**src/lfp_pkg.sv**
```systemverilog
// constants for the link fault propagation block
// assumes a single 25 MHz clock domain with synchronous reset
package lfp_pkg;

  // ==========================================================================
  // media modes
  typedef enum logic [0:0] {
    LFP_MODE_COPPER = 1'h0,
    LFP_MODE_FIBRE  = 1'h1
  } lfp_mode_type;

  // ==========================================================================
  // loopback diagnostic roles
  typedef enum logic [1:0] {
    LFP_LB_OFF     = 2'h0,
    LFP_LB_SINGLE  = 2'h1,
    LFP_LB_CASCADE = 2'h2
  } lfp_loop_type;

  // ==========================================================================
  // transmit selection toward the medium
  typedef enum logic [1:0] {
    LFP_TX_DATA  = 2'h0,
    LFP_TX_FEF   = 2'h1,
    LFP_TX_QUIET = 2'h2,
    LFP_TX_LOOP  = 2'h3
  } lfp_tx_type;

  // reset values of the fault, loop and transmit outputs
  localparam logic LFP_FAULT_RST = 1'h0;
  localparam logic LFP_LOOP_RST  = 1'h0;
  localparam lfp_tx_type LFP_TX_RST = LFP_TX_DATA;

endpackage

```
**src/lfp_core.sv**
```systemverilog
// link fault propagation between the media side and the peer transceiver
// assumes all inputs synchronous to mclk_i; link status comes from the pcs
//
// Function
// - fibre mode separates local receive link loss from far-end remote fault
// - fibre receive link failure raises fibre fault toward peer
// - fibre mode: peer fault makes the fibre transmitter send far-end fault
// - copper mode: receive link failure raises copper fault toward peer
// - copper mode: peer fault stops idle transmission on copper
// - remote auto-loopback of fibre route, single or cascade setup
// - copper and fibre fault are separate outputs beside receive signals
`timescale 1ns/10ps
module lfp_core (
  // clock and reset
  input  wire logic                  mclk_i,
  input  wire logic                  rst_i,
  // configuration
  input  wire lfp_pkg::lfp_mode_type mode_i,
  input  wire lfp_pkg::lfp_loop_type loop_mode_i,
  // media status
  input  wire logic                  rx_link_ok_i,
  input  wire logic                  rx_far_end_fault_i,
  // converter_link_interface from the peer
  input  wire logic                  peer_fault_i,
  // converter_link_interface toward the peer
  output logic                       copper_fault_out_o,
  output logic                       fibre_fault_out_o,
  // media transmit control and status
  output lfp_pkg::lfp_tx_type        tx_sel_o,
  output logic                       remote_fault_o,
  output logic                       loop_active_o
);

  // ==========================================================================
  // decoding for the checks; loop_wanted, with fibre_sel, also feeds the next-value logic
  function automatic logic fibre_sel(input lfp_pkg::lfp_mode_type mode);
    return mode == lfp_pkg::LFP_MODE_FIBRE;
  endfunction

  function automatic logic copper_sel(input lfp_pkg::lfp_mode_type mode);
    return mode == lfp_pkg::LFP_MODE_COPPER;
  endfunction

  // loopback only on the fibre route, and only with a live receive link;
  // a dead link would loop nothing back and only hide the local loss
  function automatic logic loop_wanted(input lfp_pkg::lfp_mode_type mode,
                                       input lfp_pkg::lfp_loop_type loop,
                                       input logic                  link_ok);
    return fibre_sel(mode) && (loop != lfp_pkg::LFP_LB_OFF) && link_ok;
  endfunction

  // ==========================================================================
  // state
  logic                copper_fault_out;
  logic                fibre_fault_out;
  lfp_pkg::lfp_tx_type tx_sel;
  logic                remote_fault;
  logic                loop_active;
  logic                next_copper_fault_out;
  logic                next_fibre_fault_out;
  lfp_pkg::lfp_tx_type next_tx_sel;
  logic                next_remote_fault;
  logic                next_loop_active;

  // ==========================================================================
  // next values
  always_comb begin
    next_copper_fault_out = lfp_pkg::LFP_FAULT_RST;
    next_fibre_fault_out  = lfp_pkg::LFP_FAULT_RST;
    next_remote_fault     = lfp_pkg::LFP_FAULT_RST;
    next_tx_sel           = lfp_pkg::LFP_TX_DATA;
    next_loop_active      = loop_wanted(mode_i, loop_mode_i, rx_link_ok_i);
    case (mode_i)
      lfp_pkg::LFP_MODE_FIBRE: begin
        next_fibre_fault_out = !rx_link_ok_i;
        // a far-end fault is kept apart and never forwarded as local loss
        next_remote_fault    = rx_link_ok_i && rx_far_end_fault_i;
        if (peer_fault_i) begin
          next_tx_sel = lfp_pkg::LFP_TX_FEF;
        end else if (next_loop_active) begin
          next_tx_sel = lfp_pkg::LFP_TX_LOOP;
        end
      end
      lfp_pkg::LFP_MODE_COPPER: begin
        next_copper_fault_out = !rx_link_ok_i;
        if (peer_fault_i) begin
          next_tx_sel = lfp_pkg::LFP_TX_QUIET;
        end
      end
      default: begin
        next_tx_sel = lfp_pkg::LFP_TX_DATA;
      end
    endcase
  end

  // ==========================================================================
  // registers; every path above falls back to clear values, so recovery is
  // automatic one clock after the cause ends
  always_ff @(posedge mclk_i) begin
    if (rst_i) begin
      copper_fault_out <= lfp_pkg::LFP_FAULT_RST;
      fibre_fault_out  <= lfp_pkg::LFP_FAULT_RST;
      tx_sel           <= lfp_pkg::LFP_TX_RST;
      remote_fault     <= lfp_pkg::LFP_FAULT_RST;
      loop_active      <= lfp_pkg::LFP_LOOP_RST;
    end else begin
      copper_fault_out <= next_copper_fault_out;
      fibre_fault_out  <= next_fibre_fault_out;
      tx_sel           <= next_tx_sel;
      remote_fault     <= next_remote_fault;
      loop_active      <= next_loop_active;
    end
  end

  assign copper_fault_out_o = copper_fault_out;
  assign fibre_fault_out_o  = fibre_fault_out;
  assign tx_sel_o           = tx_sel;
  assign remote_fault_o     = remote_fault;
  assign loop_active_o      = loop_active;
endmodule

```
**config.mk**
```make
export PLATFORM = sky130hd
export DESIGN_NAME = lfp_core
export DESIGN_NICKNAME = d
export VERILOG_FILES = /design/src/lfp_pkg.sv /design/src/lfp_core.sv
export SDC_FILE = /design/constraint.sdc
export NUM_CORES = 1
export LEC_CHECK = 0
export ABC_CLOCK_PERIOD_IN_PS = 900
export BUFFER_PORTS_ARGS = -buffer_cell sky130_fd_sc_hd__buf_2
export CAP_MARGIN = 20
export CORE_AREA = 2 2 39 41
export DETAILED_ROUTE_END_ITERATION = 6
export DIE_AREA = 0 0 41 43
export HOLD_SLACK_MARGIN = 0.08
export SYNTH_ARGS = -nofsm -noshare
export SYNTH_HDL_FRONTEND = slang
export SYNTH_SLANG_ARGS = --single-unit
```
**constraint.sdc**
```tcl
create_clock -name mclk_i -period 0.9 [get_ports mclk_i]
set_input_delay 0.18 -clock mclk_i [delete_from_list [all_inputs] [get_ports mclk_i]]
set_output_delay 0.18 -clock mclk_i [all_outputs]
set_load 0.01 [all_outputs]
```
==> metrics.md <==
| Metric | Value |
|---|---|
| Grt total ovfl | `0` |
| Full die area | `1760 um2` |
| Net Sw Frac | `20.4%` |
| Critical path depth | `1` |
| Routability cong. | `0.658` |
| First-pass GRT wire length | `531 um` |
| Hold WC Path Type | `in2reg` |
| Final WL | `386 um` |
| Crit start category | `register` |
| Most frequent cells in the layout | `buf_2, dfxtp_1, nor2_1, clkbuf_4, nand2b_1` |
| Resize count post-CTS | `0` |
| Tmin final | `838 ps` |
| WHS | `143 ps` |
| Max FO, Critical Path | `1` |
| Setup slack at placement | `54.0 ps` |
| Largest area contributor in the netlist | `dfxtp_1` |
| CP bufs+invs | `1` |
| Total GRT Usage | `5.23%` |
| Via count | `173` |
| Sum of negative setup slack | `0 ps` |
| CP Capture Type | `primary output` |
| Nets | `44` |
| Final Hold Fails | `0` |
| CTS clock-pin slew for the worst setup and hold paths | `40 ps` |
| Most common cell after layout, fill and taps aside | `buf_2` |
| YS warnings | `0` |
| Status | `finished clean` |
| Row count | `14` |
| DRT iter0 DRCs | `5` |
| Initial antenna violation count | `0` |
| Period utilization | `93.1%` |
| Setup WS post-layout | `62.1 ps` |
| Switching pwr | `0.117 mW` |
| Avg Cell Area, Syn | `10.4 um2` |
| FILL cells | `161` |
| Post-Syn Area | `188 um2` |
| Top cells by area, synth | `dfxtp_1, nand2b_1, o22ai_2` |
| Power, Total | `0.574 mW` |
| Antenna Nets Post-Route | `0` |
| DP Area | `273 um2` |
| Hold path endpoint | `copper_fault_out_o` |
| P_int | `0.456 mW` |
| Critical-path top delay cell | `dfxtp_1` |
| Placed insts | `47` |
| CTS tree | `built` |
| Worst slew margin | `82.7%` |
| Root Buffer | `clkbuf_4` |
| Max Cap Viol | `0` |
| Port Buffer Count | `13` |
| Min-Delay Startpoint | `mode_i` |
| #FFs+latches synth | `6` |
| Core Region | `1380 um2` |
| Initial DRT Pass Iterations | `2` |
| Hpwl dp | `323 um` |
| CTS Sinks | `6` |
| Syn Inst Count | `18` |
| Peak supply drop | `389 uV` |
| Util after Layout | `21.3%` |
| Fraction of layout cells with a size suffix above 1 | `50.0%` |
| Antenna Cells | `0` |
| Hold-fix buffers, CTS | `0` |
| Crit-path max cell delay | `300 ps` |
| Fin area | `295 um2` |
| Vias in the first global route | `147` |
| Clock Tree Buf Depth | `2` |
| DRC Markers | `0` |
| Critical-path cell list | `buf_2` |
| Wire per inst | `7.72 um` |
| Die width | `41 um` |
| Initial core utilization | `13.6%` |
| Critical path arrival | `660 ps` |
| Largest net degree at the start of global routing | `5` |
| Comb pwr share | `10.0%` |
| Worst EP required | `720 ps` |
| H-tree depth | `1` |
| Pleak | `0.149 nW` |
| Top delay family on crit path | `flip-flops` |
| Worst-Margin Slew | `257 ps` |
| Setup violations, final | `0` |
| Post-CTS setup buffers | `0` |
| RSZ-0062 raised after global routing | `false` |
| Post-Syn Nets | `26` |
| Share of the synthesized area in the top cell type | `64.0%` |
| Register area share after synthesis | `64.0%` |
| PD cells | `1940 nW/um2` |
| CTS buffer count | `3` |
| Final Max Slew Viols | `0` |
| Worst hold path depth | `2` |
| IO Count | `14` |
| Area grow syn2layout | `57.3%` |
| Final std cells w/o fill | `50` |
| Die span in y | `43 um` |
| Peak Freq | `1190 MHz` |
| Via/cell ratio | `3.46` |
| Netlist cell types | `10` |
| Clock power frac | `41.1%` |
| Register share of total power | `48.9%` |
| Setup CP Type | `reg2out` |
-- layer usage --
metal | track usage [%] | wire length [um]
met2 | 4.69 | 144
met3 | 3.14 | 64
met4 | 8.00 | 7
met5 | 0 | 0
met1 | 6.13 | 170
-- cell families after synthesis --
logic type      share of synthesized area (%)
simple gates                             22.0
compound gates                           12.0
buf+inv                                  2.00
flops                                    64.0
-- power by group through the flow --
stage	clock [mW]	sequential (mW)	combinational (mW)
6_report	0.236	0.280	0.0574
5_1_grt	0.259	0.281	0.0636
4_1_cts	0.251	0.280	0.0586
3_5_place_dp	0	0.285	0.0586
3_3_place_gp	0	0.285	0.0575
2_1_floorplan	0	0.292	0.0180
-- final cells by class --
type	instances	area, um2	area share, %
Clock buffer	3	22.5	7.63
Inverter	1	3.75	1.27
Multi-Input combinational cell	11	63.8	21.6
Sequential cell	6	120	40.7
Tap cell	16	20.0	6.78
Timing Repair Buffer	13	65.1	22.0
-- synthesized netlist by cell type (all sizes together) --
cell type and n:
nor3 1, nand2 1, inv 1, nand2b 2
nor2 3, o21ai 1, a21oi 1, o22ai 1
or3b 1, dfxtp 6
-- worst max path at each step --
stage                            start            endpoint  slack [ps]
floorplan                 peer_fault_i         tx_sel_o[1]         200
global placement          peer_fault_i         tx_sel_o[1]          80
detailed placement        peer_fault_i         tx_sel_o[1]          50
CTS                 copper_fault_out_o  copper_fault_out_o          50
global route        copper_fault_out_o  copper_fault_out_o          20
finish              copper_fault_out_o  copper_fault_out_o          60
-- registers in the layout (all words and copies together), names as in the netlist --
register,cells
remote_fault_o,1
fibre_fault_out_o,1
tx_sel_o,2
loop_active_o,1
copper_fault_out_o,1
(Power assumes the default switching activity.)
